File: config.mk
export PLATFORM = sky130hd
export DESIGN_NAME = vdh_host
export DESIGN_NICKNAME = d
export VERILOG_FILES = /design/src/rtl/vdh_pkg.sv /design/src/rtl/vdh_host.sv
export SDC_FILE = /design/constraint.sdc
export NUM_CORES = 1
export LEC_CHECK = 0
export BUFFER_PORTS_ARGS = -buffer_cell sky130_fd_sc_hd__buf_2
export CAP_MARGIN = 20
export CORE_MARGIN = 8
export CORE_UTILIZATION = 38
export CTS_BUF_LIST = sky130_fd_sc_hd__clkbuf_8
export CTS_CLUSTER_SIZE = 28
export DETAILED_ROUTE_END_ITERATION = 7
export PLACE_DENSITY_LB_ADDON = 0.25
export SYNTH_ARGS = -nofsm -noshare
export SYNTH_HDL_FRONTEND = slang
export SYNTH_SLANG_ARGS = --single-unit
export TNS_END_PERCENT = 30
File: constraint.sdc
create_clock -name CLK_IN -period 2.65 [get_ports CLK_IN]
set_clock_uncertainty 0.15 [all_clocks]
set_input_delay 0.6625 -clock CLK_IN [delete_from_list [all_inputs] [get_ports CLK_IN]]
set_output_delay 0.6625 -clock CLK_IN [all_outputs]
set_load 0.02 [all_outputs]
File: src/rtl/vdh_pkg.sv
// constants and types for the video dram host controller
// assumes a 100 MHz CLK_IN; ram pins and the shift clock are paced in whole steps, the shift gate and data follow register writes
package vdh_pkg;

    // ==========================================================
    // timing
    localparam int CLK_PERIOD_NS = 10;
    localparam int T_STEP_NS     = 30;
    localparam int STEP_CYC      = (T_STEP_NS + CLK_PERIOD_NS - 1) / CLK_PERIOD_NS;

    // ==========================================================
    // register offsets (byte addresses, one word each)
    localparam logic [7:0] OFF_CTRL   = 8'h00;
    localparam logic [7:0] OFF_ROW    = 8'h04;
    localparam logic [7:0] OFF_COL    = 8'h08;
    localparam logic [7:0] OFF_WDATA  = 8'h0C;
    localparam logic [7:0] OFF_MASK   = 8'h10;
    localparam logic [7:0] OFF_STATUS = 8'h14;
    localparam logic [7:0] OFF_RDATA  = 8'h18;
    localparam logic [7:0] OFF_SCTRL  = 8'h1C;
    localparam logic [7:0] OFF_SWDATA = 8'h20;
    localparam logic [7:0] OFF_SRDATA = 8'h24;

    // ==========================================================
    // field positions
    localparam int CTRL_OP_LSB     = 0;
    localparam int CTRL_MASKED_BIT = 4;
    localparam int CTRL_BEU_BIT    = 5;
    localparam int CTRL_BEL_BIT    = 6;
    localparam int SCTRL_GATE_BIT  = 0;
    localparam int SCTRL_SHIFT_BIT = 1;

    // ==========================================================
    // commands and pin bundle
    typedef enum logic [3:0] {
        OP_READ, OP_EARLY_WR, OP_DELAYED_WR, OP_RMW, OP_BLOCK_WR,
        OP_READ_XFER, OP_MASK_XFER, OP_LOAD_MASK, OP_REFRESH_RST
    } vdh_op_t;

    typedef struct packed {
        logic ras_n;
        logic cas_n;
        logic weu_n;
        logic wel_n;
        logic tog_n;
        logic special_flag_one;
    } vdh_ram_ctl_t;

    // ==========================================================
    // values after reset
    localparam vdh_ram_ctl_t RAM_CTL_IDLE = '{1'b1, 1'b1, 1'b1, 1'b1, 1'b1, 1'b0};
    localparam logic         DIR_OUT_RST  = 1'b1;

endpackage

File: src/rtl/vdh_host.sv
// host controller that drives a dual-port video dram through its pins
// assumes a software master on a plain strobe port and the dram on the pins
// Behaviour
// - keep special flag two low always
// - both byte strobes high during reads
// - flag one high at row fall selects specials
// - delayed write needs output gate high first
// - read-modify-write drives data after raising gate
`timescale 1ns/1ps
module vdh_host (
    // clock and reset
    input  wire logic        CLK_IN,
    input  wire logic        RST_IN,
    // register port
    input  wire logic [7:0]  ADDR_IN,
    input  wire logic [31:0] WDATA_IN,
    input  wire logic        WR_IN,
    input  wire logic        RD_IN,
    output logic      [31:0] RDATA_OUT,
    // dram port
    output logic             ROW_STROBE_N_OUT,
    output logic             COL_STROBE_N_OUT,
    output logic             UPPER_BYTE_WRITE_STROBE_N_OUT,
    output logic             LOWER_BYTE_WRITE_STROBE_N_OUT,
    output logic             TRANSFER_OUTPUT_GATE_N_OUT,
    output logic             SPECIAL_FLAG_ONE_OUT,
    output logic             SPECIAL_FLAG_TWO_OUT,
    output logic      [8:0]  ADDR_OUT,
    input  wire logic [15:0] DQ_IN,
    output logic      [15:0] DQ_OUT,
    output logic             DQ_OE_OUT,
    // serial port
    output logic             SHIFT_CLOCK_OUT,
    output logic             SHIFT_PORT_GATE_N_OUT,
    input  wire logic [15:0] SHIFT_DATA_PINS_IN,
    output logic      [15:0] SHIFT_DATA_PINS_OUT,
    output logic             SHIFT_DATA_PINS_OE_OUT,
    input  wire logic        HALF_BOUNDARY_FLAG_IN
);

    typedef enum logic [3:0] {
        S_IDLE, S_ROW, S_RAS, S_COL, S_CAS, S_SAMPLE, S_OE_HIGH, S_DATA, S_WE, S_END, S_PRE
    } vdh_state_t;
    typedef enum logic [1:0] {SS_IDLE, SS_HIGH, SS_LOW} vdh_sstate_t;

    function automatic logic is_xfer(input vdh_pkg::vdh_op_t o);
        return (o == vdh_pkg::OP_READ_XFER) || (o == vdh_pkg::OP_MASK_XFER);
    endfunction

    // ==========================================================
    // step divider and input synchronisers
    logic [1:0]  div_cnt;
    logic        tick;
    logic [15:0] dq_m, dq_s, sio_m, sio_s;
    logic        qsf_m, qsf_s;

    assign tick = (div_cnt == 2'(vdh_pkg::STEP_CYC - 1));

    always_ff @(posedge CLK_IN) begin
        if (RST_IN) begin
            div_cnt <= 2'h0;
        end else begin
            div_cnt <= tick ? 2'h0 : div_cnt + 2'h1;
        end
        dq_m  <= DQ_IN;
        dq_s  <= dq_m;
        sio_m <= SHIFT_DATA_PINS_IN;
        sio_s <= sio_m;
        qsf_m <= HALF_BOUNDARY_FLAG_IN;
        qsf_s <= qsf_m;
    end

    // ==========================================================
    // registers and ram cycle sequencer
    vdh_state_t            state, next_state;
    vdh_sstate_t           sstate, next_sstate;
    vdh_pkg::vdh_op_t      op, next_op;
    vdh_pkg::vdh_ram_ctl_t ctl, next_ctl;
    logic        masked, next_masked, beu, next_beu, bel, next_bel;
    logic [8:0]  row, next_row, addr, next_addr;
    logic [7:0]  col, next_col;
    logic [15:0] wdata, next_wdata, mask, next_mask, rdata, next_rdata;
    logic [15:0] dq, next_dq, swdata, next_swdata, srdata, next_srdata;
    logic        dq_oe, next_dq_oe, start, next_start, dir_out, next_dir_out;
    logic        gate, next_gate, sreq, next_sreq, sc, next_sc;
    logic [31:0] rd_word, next_rd_word;
    logic        rd_seen, next_rd_seen;
    logic        wr_op;

    assign wr_op = (op == vdh_pkg::OP_EARLY_WR) || (op == vdh_pkg::OP_DELAYED_WR) ||
                   (op == vdh_pkg::OP_RMW) || (op == vdh_pkg::OP_BLOCK_WR);

    always_comb begin
        next_state = state;    next_op = op;        next_ctl = ctl;
        next_masked = masked;  next_beu = beu;      next_bel = bel;
        next_row = row;        next_col = col;      next_addr = addr;
        next_wdata = wdata;    next_mask = mask;    next_rdata = rdata;
        next_dq = dq;          next_dq_oe = dq_oe;  next_start = start;
        next_dir_out = dir_out; next_gate = gate;   next_sreq = sreq;
        next_swdata = swdata;  next_srdata = srdata; next_sstate = sstate;
        next_sc = sc;          next_rd_seen = rd_seen;
        next_rd_word = 32'h0000_0000;
        if (WR_IN) begin
            case (ADDR_IN)
                vdh_pkg::OFF_CTRL: begin
                    if (state == S_IDLE && !start && WDATA_IN[3:0] <= 4'(vdh_pkg::OP_REFRESH_RST)) begin
                        next_op     = vdh_pkg::vdh_op_t'(WDATA_IN[vdh_pkg::CTRL_OP_LSB +: 4]);
                        next_masked = WDATA_IN[vdh_pkg::CTRL_MASKED_BIT];
                        next_beu    = WDATA_IN[vdh_pkg::CTRL_BEU_BIT];
                        next_bel    = WDATA_IN[vdh_pkg::CTRL_BEL_BIT];
                        next_start  = 1'b1;
                    end
                end
                vdh_pkg::OFF_ROW:    next_row    = WDATA_IN[8:0];
                vdh_pkg::OFF_COL:    next_col    = WDATA_IN[7:0];
                vdh_pkg::OFF_WDATA:  next_wdata  = WDATA_IN[15:0];
                vdh_pkg::OFF_MASK:   next_mask   = WDATA_IN[15:0];
                vdh_pkg::OFF_SWDATA: next_swdata = WDATA_IN[15:0];
                vdh_pkg::OFF_SCTRL: begin
                    next_gate = WDATA_IN[vdh_pkg::SCTRL_GATE_BIT];
                    // a pending request counts as busy, so a repeat is refused, not lost
                    if (WDATA_IN[vdh_pkg::SCTRL_SHIFT_BIT] && sstate == SS_IDLE && !sreq) begin
                        next_sreq = 1'b1;
                    end
                end
                default: ;
            endcase
        end
        if (RD_IN) begin
            case (ADDR_IN)
                vdh_pkg::OFF_STATUS: next_rd_word = {28'h0, sreq || sstate != SS_IDLE, dir_out,
                                                     qsf_s, start || state != S_IDLE};
                vdh_pkg::OFF_RDATA:  next_rd_word = {16'h0, rdata};
                vdh_pkg::OFF_SRDATA: next_rd_word = {16'h0, srdata};
                vdh_pkg::OFF_ROW:    next_rd_word = {23'h0, row};
                vdh_pkg::OFF_COL:    next_rd_word = {24'h0, col};
                vdh_pkg::OFF_MASK:   next_rd_word = {16'h0, mask};
                default:             next_rd_word = 32'h0000_0000;
            endcase
        end
        if (tick) begin
            case (state)
                S_IDLE: if (start) begin
                    next_start   = 1'b0;
                    next_rd_seen = 1'b0;
                    next_state   = S_ROW;
                end
                S_ROW: begin
                    next_addr     = row;
                    next_ctl.tog_n = !is_xfer(op);
                    next_ctl.special_flag_one  = (op == vdh_pkg::OP_LOAD_MASK);
                    next_ctl.weu_n = !((masked && wr_op && beu) ||
                                       (op == vdh_pkg::OP_MASK_XFER && beu));
                    next_ctl.wel_n = !((masked && wr_op && bel) ||
                                       (op == vdh_pkg::OP_MASK_XFER && (bel || !beu)));
                    next_ctl.cas_n = (op != vdh_pkg::OP_REFRESH_RST);
                    next_dq        = mask;
                    next_dq_oe     = masked && (wr_op || op == vdh_pkg::OP_MASK_XFER);
                    next_state     = S_RAS;
                end
                S_RAS: begin
                    next_ctl.ras_n = 1'b0;
                    next_state     = (op == vdh_pkg::OP_REFRESH_RST) ? S_END : S_COL;
                end
                S_COL: begin
                    next_ctl.special_flag_one  = (op == vdh_pkg::OP_BLOCK_WR);
                    next_ctl.weu_n = 1'b1;
                    next_ctl.wel_n = 1'b1;
                    next_dq_oe     = 1'b0;
                    next_addr      = {1'b0, col};
                    if (op == vdh_pkg::OP_EARLY_WR || op == vdh_pkg::OP_BLOCK_WR ||
                        op == vdh_pkg::OP_LOAD_MASK) begin
                        next_ctl.weu_n = !(beu || op == vdh_pkg::OP_LOAD_MASK);
                        next_ctl.wel_n = !(bel || op == vdh_pkg::OP_LOAD_MASK);
                        next_dq        = (op == vdh_pkg::OP_LOAD_MASK) ? mask : wdata;
                        next_dq_oe     = 1'b1;
                    end
                    if (op == vdh_pkg::OP_READ || op == vdh_pkg::OP_RMW) begin
                        next_ctl.tog_n = 1'b0;
                    end
                    next_state = S_CAS;
                end
                S_CAS: begin
                    // flag one stays put across the column fall; it clears at cycle end
                    next_ctl.cas_n = 1'b0;
                    if (op == vdh_pkg::OP_READ || op == vdh_pkg::OP_RMW) begin
                        next_state = S_SAMPLE;
                    end else if (op == vdh_pkg::OP_DELAYED_WR || op == vdh_pkg::OP_READ_XFER) begin
                        next_state = S_OE_HIGH;
                    end else begin
                        next_state = S_END;
                    end
                end
                S_SAMPLE: begin
                    next_rdata   = dq_s;
                    next_rd_seen = 1'b1;
                    next_state   = (op == vdh_pkg::OP_RMW) ? S_OE_HIGH : S_END;
                end
                S_OE_HIGH: begin
                    next_ctl.tog_n = 1'b1;
                    // read transfer needs the gate rise while the row strobe is still low
                    next_state     = (op == vdh_pkg::OP_READ_XFER) ? S_END : S_DATA;
                end
                S_DATA: begin
                    next_dq    = wdata;
                    next_dq_oe = 1'b1;
                    next_state = S_WE;
                end
                S_WE: begin
                    next_ctl.weu_n = !beu;
                    next_ctl.wel_n = !bel;
                    next_state     = S_END;
                end
                S_END: begin
                    next_ctl   = vdh_pkg::RAM_CTL_IDLE;                    // row rise ends it
                    next_dq_oe = 1'b0;
                    if (op == vdh_pkg::OP_READ_XFER) next_dir_out = 1'b1;
                    if (op == vdh_pkg::OP_MASK_XFER) next_dir_out = 1'b0;
                    next_state = S_PRE;
                end
                S_PRE:   next_state = S_IDLE;
                default: next_state = S_IDLE;
            endcase
            // one shift takes three steps: clock high for one, then low for two
            case (sstate)
                SS_IDLE: if (sreq) begin
                    next_sreq   = 1'b0;
                    next_sc     = 1'b1;
                    next_sstate = SS_HIGH;
                end
                SS_HIGH: begin
                    if (dir_out && gate) next_srdata = sio_s;
                    next_sc     = 1'b0;
                    next_sstate = SS_LOW;
                end
                SS_LOW:  next_sstate = SS_IDLE;
                default: next_sstate = SS_IDLE;
            endcase
        end
    end

    always_ff @(posedge CLK_IN) begin
        if (RST_IN) begin
            state <= S_IDLE;  sstate <= SS_IDLE;  op <= vdh_pkg::OP_READ;
            ctl <= vdh_pkg::RAM_CTL_IDLE;
            masked <= 1'b0;   beu <= 1'b0;   bel <= 1'b0;
            row <= 9'h000;    col <= 8'h00;  addr <= 9'h000;
            wdata <= 16'h0000; mask <= 16'h0000; rdata <= 16'h0000;
            dq <= 16'h0000;   dq_oe <= 1'b0; start <= 1'b0;
            dir_out <= vdh_pkg::DIR_OUT_RST;
            gate <= 1'b0;     sreq <= 1'b0;  sc <= 1'b0;
            swdata <= 16'h0000; srdata <= 16'h0000;
            rd_word <= 32'h0000_0000; rd_seen <= 1'b0;
        end else begin
            state <= next_state;  sstate <= next_sstate;  op <= next_op;
            ctl <= next_ctl;
            masked <= next_masked; beu <= next_beu;  bel <= next_bel;
            row <= next_row;      col <= next_col;  addr <= next_addr;
            wdata <= next_wdata;  mask <= next_mask; rdata <= next_rdata;
            dq <= next_dq;        dq_oe <= next_dq_oe; start <= next_start;
            dir_out <= next_dir_out;
            gate <= next_gate;    sreq <= next_sreq; sc <= next_sc;
            swdata <= next_swdata; srdata <= next_srdata;
            rd_word <= next_rd_word; rd_seen <= next_rd_seen;
        end
    end

    // ==========================================================
    // pin drive
    assign RDATA_OUT                     = rd_word;
    assign ROW_STROBE_N_OUT              = ctl.ras_n;
    assign COL_STROBE_N_OUT              = ctl.cas_n;
    assign UPPER_BYTE_WRITE_STROBE_N_OUT = ctl.weu_n;
    assign LOWER_BYTE_WRITE_STROBE_N_OUT = ctl.wel_n;
    assign TRANSFER_OUTPUT_GATE_N_OUT    = ctl.tog_n;
    assign SPECIAL_FLAG_ONE_OUT          = ctl.special_flag_one;
    assign SPECIAL_FLAG_TWO_OUT          = 1'b0;
    assign ADDR_OUT                      = addr;
    assign DQ_OUT                        = dq;
    assign DQ_OE_OUT                     = dq_oe;
    assign SHIFT_CLOCK_OUT               = sc;
    assign SHIFT_PORT_GATE_N_OUT         = !gate;
    assign SHIFT_DATA_PINS_OUT           = swdata;
    // host drives serial pins only after a masked write transfer
    assign SHIFT_DATA_PINS_OE_OUT        = !dir_out;
endmodule

Word-level counts from Yosys, hierarchy flattened

Cells that the tools add are included.

Register bits: 247
Input bits: 77
Output and inout bits: 84
Word-level logic and storage cells: 188

Add/subtract/negate cells: 1
Order comparisons: 1
Equal/unequal tests: 33
Muxes and demuxes: 39
Bitwise operators: 1
Reductions and logical operators: 78

Operator list:

| operator           | count |
|---|---|
| $pmux 16 s6        | 1 |
| $pmux 16 s3        | 1 |
| $pmux 4 s10        | 1 |
| $eq 4x3->1 const B | 8 |
| $eq 8x5->1 const B | 4 |
| $mux 16            | 2 |
| $reduce_and 2->1   | 15 |
| $mux 4             | 6 |
| $pmux 9 s2         | 1 |
| $reduce_and 3->1   | 6 |
| $mux 1             | 17 |
| $eq 4x2->1 const B | 4 |
| $eq 8x4->1 const B | 2 |
| $eq 8x6->1 const B | 2 |
| $logic_or 1x1->1   | 16 |
| $eq 4x4->1 const B | 3 |
| $reduce_bool 3->1  | 4 |
| $reduce_bool 4->1  | 3 |
| $logic_and 1x1->1  | 11 |
| $logic_not 1->1    | 11 |
| $reduce_bool 2->1  | 5 |
| $pmux 1 s3         | 3 |
| $eq 4x1->1 const B | 2 |
| $eq 8x3->1 const B | 1 |
| other kinds (16)   | 24 |

Depth between registers and ports, before layout

Depth in word-level cells: 9
Depth in mapped cells: 9
Depth with buffers taken out: 6

Least setup slack after synthesis

OpenSTA, ideal clock, no wires.

Path type: input -> register
From: in ADDR_IN[5]
To: reg col[0]
Setup time: 128 ps
Arrival time: 1935 ps
Data required time: 2372 ps
Setup slack: 438 ps
Stages: 6
Path buffers: 2
Path through: clkbuf_1 > nor4_2 > buf_2 > nand4_2 > mux2i_1 > nor2_1

Word-level cells in the longest chain between the ends: 2

Ends and longest elaborated chain:

| what                              | line            | text |
|---|---|---|
| start: declaration                | vdh_host.sv:15  | `input wire logic [7:0] ADDR_IN,` |
| $eq 8x4->1                        | vdh_host.sv:104 | `case (ADDR_IN)` |
| $reduce_and 2->1 (no source line) | -               |  |
| end signal: assignment            | vdh_host.sv:258 | `row <= next_row; col <= next_col; addr <= next_addr;` |
| end: declaration                  | vdh_host.sv:81  | `logic [7:0] col, next_col;` |

No other way between the ends.
A chain may end at the register's enable or synchronous reset.

Worst setup path after layout

From: reg op[0]
To: reg dq[4] (netlist: DQ_OUT[4])

Word-level cells in the longest chain between the ends: 5
Elaborated cells between the ends (all ways): 10
Those cells by class: eq/ne (4); mux (3); reduce/logical (3)

Ends and longest elaborated chain:

| what                                            | line            | text |
|---|---|---|
| start: declaration                              | vdh_host.sv:77  | `vdh_pkg::vdh_op_t op, next_op;` |
| start signal: assignment                        | vdh_host.sv:255 | `state <= next_state; sstate <= next_sstate; op <= next_op;` |
| $eq 4x1->1 / $eq 4x3->1 (equally long branches) | vdh_host.sv:171 | `if (op == vdh_pkg::OP_EARLY_WR \|\| op == vdh_pkg::OP_BLOCK_WR \|\|` |
| $logic_or 1x1->1 (2 in a row)                   | vdh_host.sv:171 |  |
| $ne 2x2->1 (no source line)                     | -               |  |
| $reduce_and 3->1 (no source line)               | -               |  |
| end signal: assignment                          | vdh_host.sv:260 | `dq <= next_dq; dq_oe <= next_dq_oe; start <= next_start;` |
| end: declaration                                | vdh_host.sv:83  | `logic [15:0] dq, next_dq, swdata, next_swdata, srdata, next_srdata;` |

Parallel ways exist; a longest one is shown, timed or not. The select of a mux whose other input is x is not followed.

==> impl_metrics.yaml <==
cells_and_area:
  num-nets-final: 1154
  drive_gt1_share_pct: 23.1
  synthToLayoutAreaGrowth_pct: 19.6
  fillerInstances: 2234
  final_cell_area_um2: 10600
timing:
  fmaxAchievable_mhz: 406
  rsz0062_at_grt: "no"
  final_max_slew_viol_count: 0
  fin_crit_sh_pct: 92.9
  worst_pin_slew_ps: 618
  worst_slew_margin_rel_pct: 58.8
  count_of_final_setup_violators: 0
  finalSetupTns_ps: 0
  finalHoldWorstSlack_ps: 68.1
  finalHoldViolCount: 0
  layout_min_cycle_time_ps: 2460
setup_path:
  critPathCapture: "DQ_OUT[4]"
  r2r-start: "op[0]"
  startpoint_type: "flop"
  cp_data_required_time_ps: 2860
  r2r.worst_path.cells: 4
  library_cell_contributing_the_largest_single_delay_on_the_critical_path: "dfxtp_1"
  critPathLaunch: "op[0]"
  timing.critical_path.to_type: "flop"
  path_cells: "nor2b_1, a221o_1, and2_4, a211oi_1"
  regToRegSetupSlack_ps: 190
  max_stage_delay_ps: 670
  path_class: "flop to flop"
  crit_path_max_fanout: 17
  crit-reg2reg-capture: "DQ_OUT[4]"
  timing.critical_path.arrival_ps: 2680
synth:
  synth_async_sr_flop_share_pct: 0
  library_cells_used_by_synthesis: 74
  synth_area_leader_cell: "dfxtp_1"
  yosysSeqAreaShare_pct: 52.4
  synth_xor_xnor_area_share_pct: 0.283
  synth_mux_area_share_pct: 8.13
  ys_top_cells_by_area: "dfxtp_1 52%, nand2_1 7.0%, mux2i_1 6.3%, a21oi_1 6.1%, nor2_1 2.6%"
  synth_top_area_share_pct: 52.4
  yosys.area_share.adder_pct: 0.142
  instance_count_of_the_mapped_netlist: 945
  main_combinational_cell_family_by_area_after_synthesis: "simple AND/OR/NAND/NOR gates"
  syn_area_per_cell_um2: 9.35
  synth_area_um2: 8830
  yosys_warnings: 0
  yosys_most_used_dff: "dfxtp_1"
  postSynthRegisterBits: 231
  post_synth_and_or_nand_nor_area_fraction_pct: 17.5
  synth_compound_gate_area_share_pct: 16.0
  synth_edf_count: 0
detailed_routing:
  vias_per_cell: 5.13
  detail-route-antenna-nets: 0
  first_iter_violations: 564
  totalWireLength_um: 24200
  detail_route.drc_violations: 0
  first_pass_iters: 5
  post_drt_wl_per_cell_um: 17.4
  via_count: 7136
pwr:
  irDropWorstVdd_v: 0.000443
  static-leakage-power_nw: 4.44
  design_power_total_mw: 6.99
  power_density_nw_per_um2: 661
cts:
  ctsHoldBuffers: 0
  tritoncts: "yes"
  library_cell_used_as_clock_root_buffer: "clkbuf_8"
  cts_setup_buffers: 0
  cts-root-to-sink-buffers: 3
  cts-htree-levels: 2
  post_cts.resized_instances: 0
  clk-insertion-delay-late_ps: 550
  cts_inserted_buffers: 38
  cts.sink_count: 231
  clkTransAtPathRegs_ps: 60
grt:
  grt_first_pass_wirelength_um: 38100
  groute.usage.overall_pct: 16.7
  first_global_vias: 6918
  largest_net_degree_at_the_start_of_global_routing: 135
  grt_remaining_overflow: 0
  antenna_violations_before_repair: 3
run:
  drv_cap: 0
floorplanning:
  dieWidth_um: 168
  ios: 161
  initial_cell_density_of_the_core_pct: 38.9
  core_area_um2: 22700
  design.die.area_um2: 28400
  rows: 55
  die_h_um: 168
min_path:
  worst_hold_path_type: "primary input to flop"
placement:
  dp_hpwl_um: 17000
  postPlaceCellArea_um2: 9760
  globalplace.congestion: 0.862
  port_buffers: 127
run_status:
  outcome: "finished, final reports clean"
-- worst max-delay path: cells and delay by family, from the launching register on --
kind	cells	cell delay (ps)
DFF	1	670
and+or+nand+nor	2	740
AOI/OAI and AO/OA	2	710
-- through the flow --
step | utilization (%) | cells | worst slack, ps
global placement | 43.0 | 1321 | 297
CTS | 46.5 | 1391 | 183
detailed placement | 43.0 | 1321 | 243
finish | 46.5 | 1392 | 189
global route | 46.5 | 1391 | 19.7
floorplan | - | 961 | 438
-- sequential cells by signal, summed over array words and instances (netlist names), 9 cells and up --
name / cells
ADDR_OUT: 9
DQ_OUT: 16
RDATA_OUT: 16
SHIFT_DATA_PINS_OUT: 16
dq_m: 16
dq_s: 16
mask: 16
rdata: 16
row: 9
sio_m: 16
sio_s: 16
srdata: 16
wdata: 16
-- logic make-up after synthesis --
family / after synthesis
mux: 70
xor+xnor: 2
compound gates: 212
fa+ha+maj: 1
buf+inv: 100
simple gates: 328
other cells: 1
flops: 231
-- power breakdown --
part           total, mW  switching (mW)  internal (mW)  leakage (nW)
Clock               3.19            1.40           1.79         0.466
Sequential          3.55          0.0157           3.53          1.89
Combinational      0.252           0.175         0.0772          2.09
-- Yosys cell counts (all sizes together) (4+ instances only) --
master,count
o31ai,4
nor4b,4
nor2,62
and2,7
inv,11
a32oi,5
a311oi,8
and3,6
a222oi,4
a22oi,10
nor2b,12
nor3,9
a21oi,107
mux2,14
nand3,22
a32o,6
nand2,165
clkbuf,40
dfxtp,231
buf,49
o211ai,4
mux2i,56
nand4,8
a211oi,18
o21ai,17
o22ai,4
nand2b,6
-- layout by cell type (no fill, tap or decap), types with 4 or more instances in the layout --
| cell type | instances |
|---|---|
| a211oi_1 | 8 |
| a211oi_2 | 10 |
| a21oi_1 | 107 |
| a222oi_1 | 4 |
| a22oi_1 | 10 |
| a311oi_1 | 8 |
| a32o_1 | 6 |
| a32oi_1 | 5 |
| and2_1 | 6 |
| and3_1 | 6 |
| buf_2 | 126 |
| buf_4 | 35 |
| clkbuf_8 | 46 |
| clkinv_2 | 5 |
| conb_1 | 17 |
| dfxtp_1 | 231 |
| inv_1 | 24 |
| mux2_2 | 14 |
| mux2i_1 | 56 |
| nand2_1 | 165 |
| nand2b_1 | 6 |
| nand3_1 | 22 |
| nand4_1 | 6 |
| nor2_1 | 62 |
| nor2b_1 | 12 |
| nor3_1 | 9 |
| o21ai_0 | 5 |
| o21ai_1 | 12 |
| o22ai_1 | 4 |
| o31ai_1 | 4 |
-- worst min-delay path by stage --
stage	from	to	slack [ps]	depth (start not counted)
finish	SHIFT_DATA_PINS_IN[12]	sio_m[12]	70	1
global route	SHIFT_DATA_PINS_IN[12]	sio_m[12]	30	1
CTS	SHIFT_DATA_PINS_IN[12]	sio_m[12]	30	1
detailed placement	dq_m[4]	dq_s[4]	160	0
global placement	dq_m[5]	dq_s[5]	160	0
floorplan	dq_m[0]	dq_s[0]	160	0
-- metal layers --
| metal | vias to the layer above | global-route usage [%] | routed length (µm) |
|---|---|---|---|
| li1 | 3553 | - | - |
| met1 | 3344 | 22.4 | 11400 |
| met2 | 189 | 26.0 | 10800 |
| met3 | 44 | 3.79 | 1400 |
| met4 | 6 | 5.75 | 518 |
| met5 | - | 0 | 34 |
-- area by class of cell --
type	count	area [µm²]	area share (%)
diodes	1	2.50	0.0237
clock inverters	24	173	1.63
clock buffers	46	633	5.99
multi-input cells	630	3780	35.8
well taps	285	357	3.37
inverters	11	41.3	0.391
repair buffers	164	953	9.02
flip-flops and latches	231	4620	43.8
(Power assumes the default switching activity.)
